<file path="config.mk">
export PLATFORM = sky130hd
export DESIGN_NAME = cfs_top
export DESIGN_NICKNAME = d
export VERILOG_FILES = /design/src/pkg/cfs_pkg.sv /design/src/pkg/cfs_link_if.sv /design/src/verilog/cfs_top.sv /design/src/verilog/cfs_in_sync.sv /design/src/verilog/cfs_irq.sv
export SDC_FILE = /design/constraint.sdc
export NUM_CORES = 1
export LEC_CHECK = 0
export ABC_AREA = 1
export BUFFER_PORTS_ARGS = -buffer_cell sky130_fd_sc_hd__buf_2
export CAP_MARGIN = 15
export CORE_ASPECT_RATIO = 1.5
export CORE_MARGIN = 2
export CORE_UTILIZATION = 35
export DETAILED_ROUTE_END_ITERATION = 10
export GPL_TIMING_DRIVEN = 0
export PLACE_DENSITY = 0.66
export SLEW_MARGIN = 15
export SYNTH_ARGS = -nofsm -noshare
export SYNTH_HDL_FRONTEND = slang
export SYNTH_SLANG_ARGS = --single-unit
</file>
<file path="constraint.sdc">
create_clock -name clk_sys -period 3.45 [get_ports clk_sys]
set_input_delay 0.1725 -clock clk_sys [delete_from_list [all_inputs] [get_ports clk_sys]]
set_output_delay 0.1725 -clock clk_sys [all_outputs]
set_load 0.01 [all_outputs]
</file>
<file path="src/pkg/cfs_pkg.sv">
// Constants and types shared by the cooling fan supervisor files.
package cfs_pkg;
   // ----------------------------------------
   // Bus geometry
   // ----------------------------------------
   localparam int CFS_AW = 8;
   localparam int CFS_DW = 32;
   localparam int CFS_SELW = 5;
   localparam int CFS_SYNC_STAGES = 2;
   // ----------------------------------------
   // Register byte offsets
   // ----------------------------------------
   localparam logic [CFS_AW-1:0] CFS_OFS_CTRL = 8'h00;
   localparam logic [CFS_AW-1:0] CFS_OFS_OUT_SEL = 8'h04;
   localparam logic [CFS_AW-1:0] CFS_OFS_RLY_SEL = 8'h08;
   localparam logic [CFS_AW-1:0] CFS_OFS_STATE = 8'h0C;
   localparam logic [CFS_AW-1:0] CFS_OFS_IRQ_STAT = 8'h10;
   localparam logic [CFS_AW-1:0] CFS_OFS_IRQ_MASK = 8'h14;
   localparam logic [CFS_AW-1:0] CFS_OFS_FAULT_CLR = 8'h18;
   // ----------------------------------------
   // Field positions
   // ----------------------------------------
   localparam int CFS_CTRL_FAN_MODE_BIT = 0;
   localparam int CFS_CTRL_TRIP_ACT_BIT = 1;
   localparam int CFS_CLR_FAULT_BIT = 0;
   localparam int CFS_ST_FAN_BIT = 5;
   localparam int CFS_ST_ALARM_BIT = 6;
   localparam int CFS_ST_FAULT_BIT = 7;
   // Synchronised input lanes.
   localparam int CFS_IN_RUN = 0;
   localparam int CFS_IN_OUT_ACT = 1;
   localparam int CFS_IN_UV = 2;
   localparam int CFS_IN_OT = 3;
   localparam int CFS_IN_TRIP = 4;
   localparam int CFS_IN_N = 5;
   // Interrupt event lanes.
   localparam int CFS_EV_TRIP = 0;
   localparam int CFS_EV_OT = 1;
   localparam int CFS_EV_UV = 2;
   localparam int CFS_EV_N = 3;
   // ----------------------------------------
   // Mode values and function codes
   // ----------------------------------------
   localparam logic CFS_FAN_ALWAYS = 1'b0;
   localparam logic CFS_FAN_CMD = 1'b1;
   localparam logic CFS_TRIP_CONT = 1'b0;
   localparam logic CFS_TRIP_STOP = 1'b1;
   localparam logic [1:0] CFS_CTRL_RST = 2'h0;
   localparam logic [CFS_SELW-1:0] CFS_FUNC_FAULT = 5'h11;
   localparam logic [CFS_SELW-1:0] CFS_FUNC_FAN_ALARM = 5'h12;
   localparam logic [CFS_SELW-1:0] CFS_FUNC_MAX = 5'h13;
   localparam logic [CFS_SELW-1:0] CFS_OUT_SEL_RST = 5'h0C;
   localparam logic [CFS_SELW-1:0] CFS_RLY_SEL_RST = 5'h11;
   // Fan drive state.
   typedef enum logic {
      CFS_FAN_OFF = 1'b0,
      CFS_FAN_ON = 1'b1
   } cfs_fan_st_t;
endpackage

</file>
<file path="src/pkg/cfs_link_if.sv">
// Interface joining the supervisor top to its synchroniser and interrupt blocks.
`timescale 1ns/10ps
interface cfs_link_if #(
   parameter int IN_N = 5,
   parameter int EV_N = 3
);
   logic [IN_N-1:0] pin_raw;
   logic [IN_N-1:0] pin_sync;
   logic [EV_N-1:0] evt;
   logic [EV_N-1:0] clr;
   logic [EV_N-1:0] mask_wdata;
   logic mask_we;
   logic [EV_N-1:0] stat;
   logic [EV_N-1:0] mask;
   logic irq;
   modport sync_mp (input pin_raw, output pin_sync);
   modport irq_mp (input evt, clr, mask_wdata, mask_we, output stat, mask, irq);
   modport top_mp (output pin_raw, evt, clr, mask_wdata, mask_we,
      input pin_sync, stat, mask, irq);
endinterface

</file>
<file path="src/verilog/cfs_top.sv">
// Cooling fan supervisor: fan switching, fan fault handling and register port.
//
// Overview of operation
// - Always-on mode turns the fan on as soon as power is present.
// - Always-on mode turns the fan off when the main circuit undervoltage appears.
// - Command mode turns the fan on with power present and run command on.
// - Command mode turns the fan off once run is off and output is shut.
// - Command mode keeps the fan on while the heat sink is over temperature.
// - Continue mode never stops the drive on a fan fault.
// - Continue mode drives the fan alarm on terminals selecting code eighteen.
// - Stop mode stops the drive on a fan fault and shows a fault message.
// - Stop mode signals the fault on terminals selecting code seventeen.
// - Terminal selects accept zero to nineteen, resetting to twelve and seventeen.
`timescale 1ns/10ps
module cfs_top
   import cfs_pkg::*;
(
   input wire logic clk_sys,                      // System clock, 25 MHz.
   input wire logic rst_n,                        // Asynchronous reset, active low.
   input wire logic [cfs_pkg::CFS_AW-1:0] addr,   // Register byte address.
   input wire logic [cfs_pkg::CFS_DW-1:0] wr_data, // Register write data.
   input wire logic wr_en,                        // Write strobe, one cycle.
   input wire logic rd_en,                        // Read strobe, one cycle.
   output logic [cfs_pkg::CFS_DW-1:0] rd_data,    // Read data, cycle after strobe.
   input wire logic run_cmd,                      // Run command pin.
   input wire logic out_active,                   // Drive output active pin.
   input wire logic undervolt,                    // Main circuit undervoltage pin.
   input wire logic over_temp,                    // Heat sink over temperature pin.
   input wire logic fan_trip,                     // Fan fault pin.
   output logic fan_on,                           // Cooling fan drive.
   output logic drive_stop,                       // Stop drive operation on fault.
   output logic fault_msg,                        // Show fan fault message.
   output logic out_terminal,                     // Multi-function output terminal.
   output logic out_relay,                        // Multi-function relay.
   output logic irq                               // Level interrupt.
);
   import cfs_pkg::*;

   // ----------------------------------------
   // Reset release
   // ----------------------------------------
   logic [1:0] rst_pipe_r;
   logic rst_sync_n;

   // Reset asserts at once and releases two edges later, clean to the clock.
   always_ff @(posedge clk_sys or negedge rst_n) begin
      if (!rst_n) begin
         rst_pipe_r <= 2'h0;
      end else begin
         rst_pipe_r <= {rst_pipe_r[0], 1'b1};
      end
   end
   assign rst_sync_n = rst_pipe_r[1];

   // ----------------------------------------
   // Sub blocks
   // ----------------------------------------
   cfs_link_if #(.IN_N(CFS_IN_N), .EV_N(CFS_EV_N)) lnk ();

   assign lnk.pin_raw = {fan_trip, over_temp, undervolt, out_active, run_cmd};

   // Every pin passes two flops before the supervisor looks at it.
   cfs_in_sync #(.IN_N(CFS_IN_N)) u_sync (
      .clk_sys(clk_sys),
      .rst_sync_n(rst_sync_n),
      .lnk(lnk.sync_mp)
   );

   cfs_irq #(.EV_N(CFS_EV_N)) u_irq (
      .clk_sys(clk_sys),
      .rst_sync_n(rst_sync_n),
      .lnk(lnk.irq_mp)
   );

   logic run_s;
   logic act_s;
   logic uv_s;
   logic ot_s;
   logic trip_s;

   assign run_s = lnk.pin_sync[CFS_IN_RUN];
   assign act_s = lnk.pin_sync[CFS_IN_OUT_ACT];
   assign uv_s = lnk.pin_sync[CFS_IN_UV];
   assign ot_s = lnk.pin_sync[CFS_IN_OT];
   assign trip_s = lnk.pin_sync[CFS_IN_TRIP];

   // ----------------------------------------
   // Terminal function decode
   // ----------------------------------------
   // Shared by the output terminal and the relay; other codes belong to
   // functions outside this block and leave the pin low here.
   function automatic logic term_drive(
      input logic [CFS_SELW-1:0] sel,
      input logic alarm,
      input logic fault
   );
      logic res;
      res = 1'b0;
      case (sel)
         CFS_FUNC_FAN_ALARM: res = alarm;
         CFS_FUNC_FAULT: res = fault;
         default: res = 1'b0;
      endcase
      return res;
   endfunction

   // ----------------------------------------
   // Configuration registers
   // ----------------------------------------
   logic fan_mode_r;
   logic fan_mode_nxt;
   logic trip_act_r;
   logic trip_act_nxt;
   logic [CFS_SELW-1:0] out_sel_r;
   logic [CFS_SELW-1:0] out_sel_nxt;
   logic [CFS_SELW-1:0] rly_sel_r;
   logic [CFS_SELW-1:0] rly_sel_nxt;
   logic [CFS_SELW-1:0] wr_sel;
   logic wr_ctrl;
   logic wr_out;
   logic wr_rly;
   logic wr_clr;
   logic wr_stat;
   logic wr_mask;

   assign wr_sel = wr_data[CFS_SELW-1:0];
   assign wr_ctrl = wr_en && (addr == CFS_OFS_CTRL);
   assign wr_out = wr_en && (addr == CFS_OFS_OUT_SEL);
   assign wr_rly = wr_en && (addr == CFS_OFS_RLY_SEL);
   assign wr_clr = wr_en && (addr == CFS_OFS_FAULT_CLR);
   assign wr_stat = wr_en && (addr == CFS_OFS_IRQ_STAT);
   assign wr_mask = wr_en && (addr == CFS_OFS_IRQ_MASK);

   // A select code above the top of the range is dropped and the old code kept.
   always_comb begin
      fan_mode_nxt = fan_mode_r;
      trip_act_nxt = trip_act_r;
      out_sel_nxt = out_sel_r;
      rly_sel_nxt = rly_sel_r;
      if (wr_ctrl) begin
         fan_mode_nxt = wr_data[CFS_CTRL_FAN_MODE_BIT];
         trip_act_nxt = wr_data[CFS_CTRL_TRIP_ACT_BIT];
      end
      if (wr_out && (wr_data[CFS_DW-1:CFS_SELW] == '0) && (wr_sel <= CFS_FUNC_MAX)) begin
         out_sel_nxt = wr_sel;
      end
      if (wr_rly && (wr_data[CFS_DW-1:CFS_SELW] == '0) && (wr_sel <= CFS_FUNC_MAX)) begin
         rly_sel_nxt = wr_sel;
      end
   end

   always_ff @(posedge clk_sys or negedge rst_sync_n) begin
      if (!rst_sync_n) begin
         fan_mode_r <= CFS_CTRL_RST[CFS_CTRL_FAN_MODE_BIT];
         trip_act_r <= CFS_CTRL_RST[CFS_CTRL_TRIP_ACT_BIT];
         out_sel_r <= CFS_OUT_SEL_RST;
         rly_sel_r <= CFS_RLY_SEL_RST;
      end else begin
         fan_mode_r <= fan_mode_nxt;
         trip_act_r <= trip_act_nxt;
         out_sel_r <= out_sel_nxt;
         rly_sel_r <= rly_sel_nxt;
      end
   end

   // ----------------------------------------
   // Fan state machine
   // ----------------------------------------
   cfs_fan_st_t fan_st_r;
   cfs_fan_st_t fan_st_nxt;
   logic fan_go;
   logic fan_stop;

   // Undervoltage means the supply is gone, so it wins in both modes. In
   // command mode the fan only rests with run off, output shut and a cool
   // heat sink; any one of those keeps it turning.
   assign fan_go = !uv_s && ((fan_mode_r == CFS_FAN_ALWAYS) || run_s || ot_s);
   assign fan_stop = uv_s || ((fan_mode_r == CFS_FAN_CMD) && !run_s && !act_s && !ot_s);

   always_comb begin
      fan_st_nxt = fan_st_r;
      case (fan_st_r)
         CFS_FAN_OFF: begin
            if (fan_go) begin
               fan_st_nxt = CFS_FAN_ON;
            end
         end
         CFS_FAN_ON: begin
            if (fan_stop) begin
               fan_st_nxt = CFS_FAN_OFF;
            end
         end
         default: fan_st_nxt = CFS_FAN_OFF;
      endcase
   end

   always_ff @(posedge clk_sys or negedge rst_sync_n) begin
      if (!rst_sync_n) begin
         fan_st_r <= CFS_FAN_OFF;
      end else begin
         fan_st_r <= fan_st_nxt;
      end
   end

   // ----------------------------------------
   // Fan fault handling
   // ----------------------------------------
   logic alarm_r;
   logic alarm_nxt;
   logic fault_r;
   logic fault_nxt;
   logic out_term_r;
   logic out_term_nxt;
   logic out_rly_r;
   logic out_rly_nxt;

   // In continue mode the alarm follows the trip and the drive runs on; in
   // stop mode the fault latches until software clears it, and a trip that
   // is still present in the clearing cycle keeps it set.
   always_comb begin
      alarm_nxt = (trip_act_r == CFS_TRIP_CONT) && trip_s;
      fault_nxt = fault_r;
      if (wr_clr && wr_data[CFS_CLR_FAULT_BIT]) begin
         fault_nxt = 1'b0;
      end
      if ((trip_act_r == CFS_TRIP_STOP) && trip_s) begin
         fault_nxt = 1'b1;
      end
      out_term_nxt = term_drive(out_sel_r, alarm_r, fault_r);
      out_rly_nxt = term_drive(rly_sel_r, alarm_r, fault_r);
   end

   always_ff @(posedge clk_sys or negedge rst_sync_n) begin
      if (!rst_sync_n) begin
         alarm_r <= 1'b0;
         fault_r <= 1'b0;
         out_term_r <= 1'b0;
         out_rly_r <= 1'b0;
      end else begin
         alarm_r <= alarm_nxt;
         fault_r <= fault_nxt;
         out_term_r <= out_term_nxt;
         out_rly_r <= out_rly_nxt;
      end
   end

   // ----------------------------------------
   // Interrupt events
   // ----------------------------------------
   logic [CFS_EV_N-1:0] ev_lvl;
   logic [CFS_EV_N-1:0] ev_prev_r;

   // Rising edges of trip, over temperature and undervoltage raise events.
   assign ev_lvl = {uv_s, ot_s, trip_s};

   always_ff @(posedge clk_sys or negedge rst_sync_n) begin
      if (!rst_sync_n) begin
         ev_prev_r <= '0;
      end else begin
         ev_prev_r <= ev_lvl;
      end
   end

   assign lnk.evt = ev_lvl & ~ev_prev_r;
   assign lnk.clr = wr_stat ? wr_data[CFS_EV_N-1:0] : '0;
   assign lnk.mask_we = wr_mask;
   assign lnk.mask_wdata = wr_data[CFS_EV_N-1:0];

   // ----------------------------------------
   // Read port
   // ----------------------------------------
   logic [CFS_DW-1:0] rd_data_r;
   logic [CFS_DW-1:0] rd_data_nxt;
   logic [CFS_DW-1:0] state_word;

   always_comb begin
      state_word = '0;
      state_word[CFS_IN_N-1:0] = lnk.pin_sync;
      state_word[CFS_ST_FAN_BIT] = (fan_st_r == CFS_FAN_ON);
      state_word[CFS_ST_ALARM_BIT] = alarm_r;
      state_word[CFS_ST_FAULT_BIT] = fault_r;
   end

   // Data stands only in the cycle after the strobe; unmapped reads give zero.
   always_comb begin
      rd_data_nxt = '0;
      if (rd_en) begin
         case (addr)
            CFS_OFS_CTRL: begin
               rd_data_nxt[CFS_CTRL_FAN_MODE_BIT] = fan_mode_r;
               rd_data_nxt[CFS_CTRL_TRIP_ACT_BIT] = trip_act_r;
            end
            CFS_OFS_OUT_SEL: rd_data_nxt[CFS_SELW-1:0] = out_sel_r;
            CFS_OFS_RLY_SEL: rd_data_nxt[CFS_SELW-1:0] = rly_sel_r;
            CFS_OFS_STATE: rd_data_nxt = state_word;
            CFS_OFS_IRQ_STAT: rd_data_nxt[CFS_EV_N-1:0] = lnk.stat;
            CFS_OFS_IRQ_MASK: rd_data_nxt[CFS_EV_N-1:0] = lnk.mask;
            default: rd_data_nxt = '0;
         endcase
      end
   end

   always_ff @(posedge clk_sys or negedge rst_sync_n) begin
      if (!rst_sync_n) begin
         rd_data_r <= '0;
      end else begin
         rd_data_r <= rd_data_nxt;
      end
   end

   // ----------------------------------------
   // Outputs
   // ----------------------------------------
   // Every output is a flop, so pins stay quiet through input changes.
   assign rd_data = rd_data_r;
   assign fan_on = (fan_st_r == CFS_FAN_ON);
   assign drive_stop = fault_r;
   assign fault_msg = fault_r;
   assign out_terminal = out_term_r;
   assign out_relay = out_rly_r;
   assign irq = lnk.irq;
endmodule

</file>
<file path="src/verilog/cfs_in_sync.sv">
// Two-stage synchroniser bank for the asynchronous supervisor inputs.
`timescale 1ns/10ps
module cfs_in_sync #(
   parameter int IN_N = 5
) (
   input wire logic clk_sys,        // System clock.
   input wire logic rst_sync_n,     // Synchronised reset, active low.
   cfs_link_if.sync_mp lnk          // Raw pins in, synchronised copy out.
);
   import cfs_pkg::*;

   logic [IN_N-1:0] meta_r;
   logic [IN_N-1:0] sync_r;

   // ----------------------------------------
   // One synchroniser per lane
   // ----------------------------------------
   // The first stage feeds the second stage only, so a metastable value never spreads.
   genvar gi;
   generate
      for (gi = 0; gi < IN_N; gi++) begin : g_lane
         always_ff @(posedge clk_sys or negedge rst_sync_n) begin
            if (!rst_sync_n) begin
               meta_r[gi] <= 1'b0;
               sync_r[gi] <= 1'b0;
            end else begin
               meta_r[gi] <= lnk.pin_raw[gi];
               sync_r[gi] <= meta_r[gi];
            end
         end
      end
   endgenerate

   assign lnk.pin_sync = sync_r;
endmodule

</file>
<file path="src/verilog/cfs_irq.sv">
// Sticky interrupt status, mask and level interrupt for the supervisor.
`timescale 1ns/10ps
module cfs_irq #(
   parameter int EV_N = 3
) (
   input wire logic clk_sys,        // System clock.
   input wire logic rst_sync_n,     // Synchronised reset, active low.
   cfs_link_if.irq_mp lnk           // Events and clears in, status and irq out.
);
   import cfs_pkg::*;

   logic [EV_N-1:0] stat_r;
   logic [EV_N-1:0] stat_nxt;
   logic [EV_N-1:0] mask_r;
   logic [EV_N-1:0] mask_nxt;
   logic irq_r;
   logic irq_nxt;

   // ----------------------------------------
   // Next values
   // ----------------------------------------
   // A new event in the clearing cycle survives, so no event is lost.
   always_comb begin
      stat_nxt = (stat_r & ~lnk.clr) | lnk.evt;
      mask_nxt = lnk.mask_we ? lnk.mask_wdata : mask_r;
      irq_nxt = |(stat_nxt & mask_nxt);
   end

   // Registered so the interrupt line is glitch free.
   always_ff @(posedge clk_sys or negedge rst_sync_n) begin
      if (!rst_sync_n) begin
         stat_r <= '0;
         mask_r <= '0;
         irq_r <= 1'b0;
      end else begin
         stat_r <= stat_nxt;
         mask_r <= mask_nxt;
         irq_r <= irq_nxt;
      end
   end

   assign lnk.stat = stat_r;
   assign lnk.mask = mask_r;
   assign lnk.irq = irq_r;
endmodule

</file>
==> results.py, run 1 <==
metrics = {
    "finish": {
        "final_nets": 409,
        "final_cell_mix": "nand2_1, buf_2, dfrtp_1",
        "drive_above_1_share_pct": 34.6,
        "final_cell_count_no_fill": 435,
        "diodes": 0,
        "design_area_sq_um": 2920,
        "layout_commonest_cell": "nand2_1",
        "area_growth_pct": 29.0,
    },
    "clock_network": {
        "cts_num_sinks": 47,
        "cts_setup_buffers": 0,
        "cts.path.max_buffers": 2,
        "path_clk_slew_ns": 0.09,
        "cts_tree": "built",
        "cts-root-buf": "clkbuf_8",
        "cts-htree-levels": 2,
        "numCtsBuffers": 5,
        "clkLatencyLatePin_ns": 0.30,
    },
    "timing": {
        "grt_setup_unrepaired": "no",
        "finalCritPeriodShare_pct": 35.8,
        "finalHoldViolations": 0,
        "setup_viol": 0,
        "skew_ns": 0.00453,
        "min_period_ns": 1.24,
        "fmax_ghz": 0.809,
        "tns_ns": 0,
        "drv_slew": 0,
    },
    "pwr": {
        "p_sw_share_pct": 25.4,
        "p_int_w": 0.000767,
        "p_comb_share_pct": 11.1,
        "vdd_drop_max_mv": 0.215,
        "leakage_nw": 1.59,
        "p_per_area_nw_per_um2": 351,
        "p_clk_share_pct": 33.1,
        "p_sw_w": 0.000261,
        "power_frac_seq_pct": 55.8,
    },
    "critical_path": {
        "cp-start-kind": "flip-flop",
        "critPathBufInv": 2,
        "slowest_stage": "dfrtp_1",
        "slowest_delay_ns": 0.47,
        "worstSetupEndpointType": "output port",
        "path_cells": "buf_4, buf_2",
        "critical-path-top-delay-family": "flip-flops",
        "crit_required_ns": 3.28,
        "crit_fanout": 6,
        "critical_path_class": "flip-flop to output port",
        "reg2reg_from": "u_sync.lnk.pin_sync[4]",
        "crit_arrival_ns": 1.06,
        "startpoint": "drive_stop",
    },
    "synthesis": {
        "synth-seq-cells": 47,
        "yosysWarningCount": 0,
        "syn-cell-area_sq_um": 2270,
        "synth_top_area_cell": "dfrtp_1",
        "synth_top_area_share_pct": 47.5,
        "ys_seq_area_share_pct": 52.1,
        "yosys.cell_types.count": 26,
        "syn_inst": 262,
        "ys_top_cells_by_area": "dfrtp_1, nand2_1, buf_4, nor2_1, nand3_1",
        "syn_area_per_cell_sq_um": 8.65,
    },
    "placement": {
        "port_buffers": 61,
        "routabilityCongestion": 0.876,
        "dp_hpwl_mm": 3.86,
        "dp_cells": 421,
        "placed_cell_area_sq_um": 2770,
    },
    "die": {
        "die_w_microns": 69.7,
        "dieArea_sq_um": 7150,
        "core-area_sq_um": 6220,
        "start_util_pct": 36.5,
        "ios": 87,
        "die_h_microns": 103,
        "row_count": 35,
    },
    "detailed_routing": {
        "wirelength_mm": 4.76,
        "vias": 1862,
        "dr.first_iter.drc_count": 103,
        "ant_nets": 0,
        "wl_per_cell_microns": 11.0,
        "drt-pass1-iter-count": 4,
        "via_per_inst": 4.28,
        "drc_errors": 0,
    },
    "global_routing": {
        "grt_overflow": 0,
        "grt_pass1_wl_mm": 8.09,
        "track_usage_pct": 14.4,
        "grt_pass1_vias": 1807,
        "antenna_found_initial": 0,
        "grt_start_max_net_pins": 38,
    },
    "hold_path": {
        "hold_path.class": "input port to flip-flop",
        "holdCritStartpoint": "rd_en",
    },
    "job": {
        "max-cap-violations": 0,
    },
    "status": {
        "status": "finished, final reports clean",
    },
}
[cells by family (layout without fill, tap and decap cells)]
family                 Yosys count  count (layout)  share of synthesized area (%)
flip-flops                      47              47                           52.1
AND/OR/NAND/NOR                152             152                           31.8
other                            2              25                          0.331
buffers and inverters           47             123                           12.2
AO/OA/AOI/OAI                   14              14                           3.53
[power by group through the flow]
stage / clock [W] / sequential (W) / combinational (W)
floorplan: 0 / 0.000589 / 0.0000581
global placement: 0 / 0.000591 / 0.0000978
detailed placement: 0 / 0.000584 / 0.000110
CTS: 0.000351 / 0.000573 / 0.000115
global route: 0.000376 / 0.000575 / 0.000129
finish: 0.000340 / 0.000573 / 0.000115
[path summary, 6_finish.rpt]
kind	depth (start not counted)	to	slack, ns
setup / recovery	2	fault_msg	2.21
hold / removal	3	rd_data[3]	0.11
setup reg to reg	5	u_irq.lnk.irq	2.41
hold reg to reg	0	u_irq.lnk.stat[0]	0.12
max in group asynchronous	1	out_sel_r[3]	2.81
min in group asynchronous	0	u_irq.lnk.stat[0]	0.12
[worst min-delay path, stage by stage]
cell,delay (ns)
buf_2,0.11
nand2_1,0.05
inv_1,0.04
[sequential cells by signal, indices dropped and copies added, names as in the netlist]
| name | cells |
|---|---|
| out_terminal | 1 |
| u_irq.lnk.mask | 3 |
| u_sync.lnk.pin_sync | 5 |
| fan_on | 1 |
| trip_act_r | 1 |
| u_irq.lnk.stat | 3 |
| u_sync.meta_r | 5 |
| rd_data | 8 |
| alarm_r | 1 |
| drive_stop | 1 |
| ev_prev_r | 3 |
| fan_mode_r | 1 |
| u_irq.lnk.irq | 1 |
| out_sel_r | 5 |
| rst_pipe_r | 2 |
| out_relay | 1 |
| rly_sel_r | 5 |
[synth_stat cells, drive strengths merged]
master and instances:
clkinv 1, o21a 1, nor2 39, dfrtp 43, o21ai 5, nor3 5
nand3 24, nand2 78, buf 27, conb 2, nand4 3, a21oi 5
or2 3, inv 19, o211ai 2, o21bai 1, dfstp 4
[what timing repair did]
item / in CTS / in global routing
resized for setup: 0 / 0
hold endpoints to repair: 7 / 0
hold buffers: 6 / 0
[through the flow]
step	setup WS, ns	total power (W)	hold WS, ns	utilization (%)
2_1_floorplan	2.05	0.000647	-0.123	-
3_3_place_gp	1.62	0.000689	-0.0417	44.2
3_5_place_dp	2.14	0.000694	-0.0401	44.6
4_1_cts	2.18	0.00104	0.101	47.0
5_1_grt	2.16	0.00108	0.110	47.0
6_report	2.21	0.00103	0.109	47.0
[cell type report]
| type | count | area, sq um |
|---|---|---|
| Clock buffer | 5 | 68.8 |
| Inverter | 20 | 76.3 |
| Tap cell | 74 | 92.6 |
| Fill cell | 617 | 3290 |
| Sequential cell | 47 | 1180 |
| Timing Repair Buffer | 68 | 385 |
| Multi-Input combinational cell | 191 | 896 |
| Clock inverter | 3 | 22.5 |
| Buffer | 27 | 200 |
[routing by layer]
metal	global-route usage, %	share of wire, %
met1	15.2	37
met2	28.2	57
met3	3.23	5.0
met4	4.73	1.1
met5	0	0
(Power assumes the default switching activity.)
==> run 2: changes to the inputs <==
PLACE_DENSITY = 0.69   (was 0.66)
clock period = 1.1 ns   (was 3.45 ns; I/O delays follow)
==> run 2 against run 1 <==
  * Critical path depth is 3 higher
  * Wire length is 1.7% higher
  * Worst hold slack worse by 0.10 ns
  * Register-to-register slack worse by 2.3 ns
  * Sequential power grew to 3.2 times the previous value
  * Critical path type is now flip-flop to flip-flop
  * Sequential cell count stayed put
  * Via count is 0.86% higher
  * Largest power group unchanged
==> results.py, run 2 (same netlist as run 1, synthesis figures left out) <==
metrics = {
    "status": {
        "status": "finished, final reports clean",
    },
    "critical_path": {
        "critical-path-top-delay-family": "simple AND/OR/NAND/NOR gates",
        "regToRegSetupSlack_ns": 0.11,
        "critPathBufInv": 1,
        "slowest_stage": "dfrtp_1",
        "rr_endpoint": "u_irq.lnk.irq",
        "crit_arrival_ns": 1.23,
        "ff2ff_path_depth": 5,
        "slowest_delay_ns": 0.38,
        "critical_path_class": "flip-flop to flip-flop",
        "path_cells": "inv_2, or2_2, nand2_1, nand2_1, nand3_1",
        "crit_top_cell": "nand2_1",
        "crit_required_ns": 1.34,
        "reg2reg_from": "u_sync.lnk.pin_sync[4]",
        "worstSetupEndpointType": "flip-flop",
        "crit_fanout": 4,
        "cp-start-kind": "flip-flop",
    },
    "placement": {
        "dp_cells": 420,
        "dp_hpwl_mm": 3.85,
        "routabilityCongestion": 0.882,
        "port_buffers": 61,
    },
    "pwr": {
        "vdd_drop_max_mv": 0.938,
        "p_per_area_nw_per_um2": 1220,
        "leakage_nw": 1.60,
    },
    "finish": {
        "area_growth_pct": 30.6,
        "largest_reg_flops": 8,
        "diodes": 0,
        "final_cell_count_no_fill": 435,
        "drive_above_1_share_pct": 34.3,
        "final_nets": 409,
        "layout_commonest_cell": "nand2_1",
        "final_cell_mix": "nand2_1, buf_2, dfrtp_1",
    },
    "detailed_routing": {
        "ant_nets": 0,
        "drc_errors": 0,
        "dr.first_iter.drc_count": 109,
        "via_per_inst": 4.32,
        "drt-pass1-iter-count": 4,
        "wl_per_cell_microns": 11.1,
        "wirelength_mm": 4.84,
        "vias": 1878,
    },
    "timing": {
        "tightest_slew_ns": 0.560,
        "tns_ns": 0,
        "fmax_ghz": 1.01,
        "finalHoldViolations": 0,
        "setup_viol": 0,
        "drv_slew": 0,
        "relSlewSlack_pct": 62.6,
        "hold_ws_ns": 0.00606,
        "finalCritPeriodShare_pct": 90.1,
        "skew_ns": 0.00771,
        "grt_setup_unrepaired": "no",
        "min_period_ns": 0.991,
    },
    "global_routing": {
        "grt_start_max_net_pins": 46,
        "grt_pass1_wl_mm": 8.20,
        "grt_pass1_vias": 1859,
        "track_usage_pct": 14.5,
        "grt_overflow": 0,
        "antenna_found_initial": 0,
    },
    "die": {
        "core-area_sq_um": 6220,
        "row_count": 35,
        "dieArea_sq_um": 7150,
        "start_util_pct": 36.5,
        "ios": 87,
        "die_w_microns": 69.7,
        "die_h_microns": 103,
    },
    "clock_network": {
        "cts-root-buf": "clkbuf_8",
        "path_clk_slew_ns": 0.08,
        "cts_tree": "built",
        "clkLatencyLatePin_ns": 0.30,
        "cts.path.max_buffers": 2,
        "cts_setup_buffers": 0,
        "cts_num_sinks": 47,
        "cts-htree-levels": 2,
        "numCtsBuffers": 5,
    },
    "hold_path": {
        "min_path_cells": 3,
        "hold_path.class": "input port to flip-flop",
        "holdCritStartpoint": "wr_data[3]",
        "whs_endpoint": "out_sel_r[3]",
    },
    "job": {
        "max-cap-violations": 0,
    },
}
run 2: cell types whose count changed in the layout (fill, tap and decap cells not counted), sizes merged:
cell         before  now
clkinv            2    1
buf              89   87
clkbuf            5    6
bufinv            0    2
dlygate4sd3       6    8
inv              21   19
run 2: worst reg2reg max path: cells and delay by family (launching register included):
kind                   cells  cell delay [ns]
and+or+nand+nor            4             0.47
DFF                        1             0.38
buffers and inverters      1             0.07
run 2: stage by stage:
stage                     power, W  utilization (%)  worst slack, ns  cell area (sq um)
after global placement     0.00216             44.3           -0.106               2750
after CTS                  0.00366             47.7          -0.0145               2970
after global routing       0.00378             47.6           0.0176               2960
final                      0.00362             47.6            0.109               2960
after floorplan            0.00203                -            0.188               2350
after detailed placement   0.00217             44.3           -0.127               2750
run 2: worst max-delay path by stage:
stage	depth (start not counted)	slack (ns)	to	startpoint
floorplan	9	0.19	u_irq.lnk.irq	addr[4]
global placement	7	-0.11	rly_sel_r[2]	addr[1]
detailed placement	7	-0.13	rly_sel_r[1]	addr[1]
CTS	2	-0.01	fault_msg	drive_stop
global route	5	0.02	u_irq.lnk.irq	u_sync.lnk.pin_sync[4]
finish	5	0.11	u_irq.lnk.irq	u_sync.lnk.pin_sync[4]
run 2: repair_timing:
action                                 in CTS  in global routing
endpoints found under the hold margin      10                  0
setup endpoints to repair                   1                 43
hold buffers                                8                  0
resized for setup                           0                  3
run 2: where the power goes:
part	switching (W)	internal [W]	total [W]
combinational	0.000166	0.000170	0.000336
sequential	0.0000491	0.00177	0.00182
clock	0.000559	0.000908	0.00147
total	0.000774	0.00285	0.00362
run 2: layout make-up:
cell class              count  area (sq um)
plain buffers              26           193
flip-flops and latches     47          1190
clock inverters             2          60.1
well taps                  74          92.6
multi-input cells         191           896
clock buffers               6          72.6
repair buffers             69           385
fillers                   627          3260
inverters                  20          76.3
run 2: routing by layer:
layer / global-route usage [%] / vias to the layer above / wire (microns)
li1: - / 963 / -
met3: 3.71 / 11 / 263
met2: 27.7 / 58 / 2610
met1: 15.1 / 846 / 1850
met5: 0 / - / 0
met4: 6.07 / 0 / 119
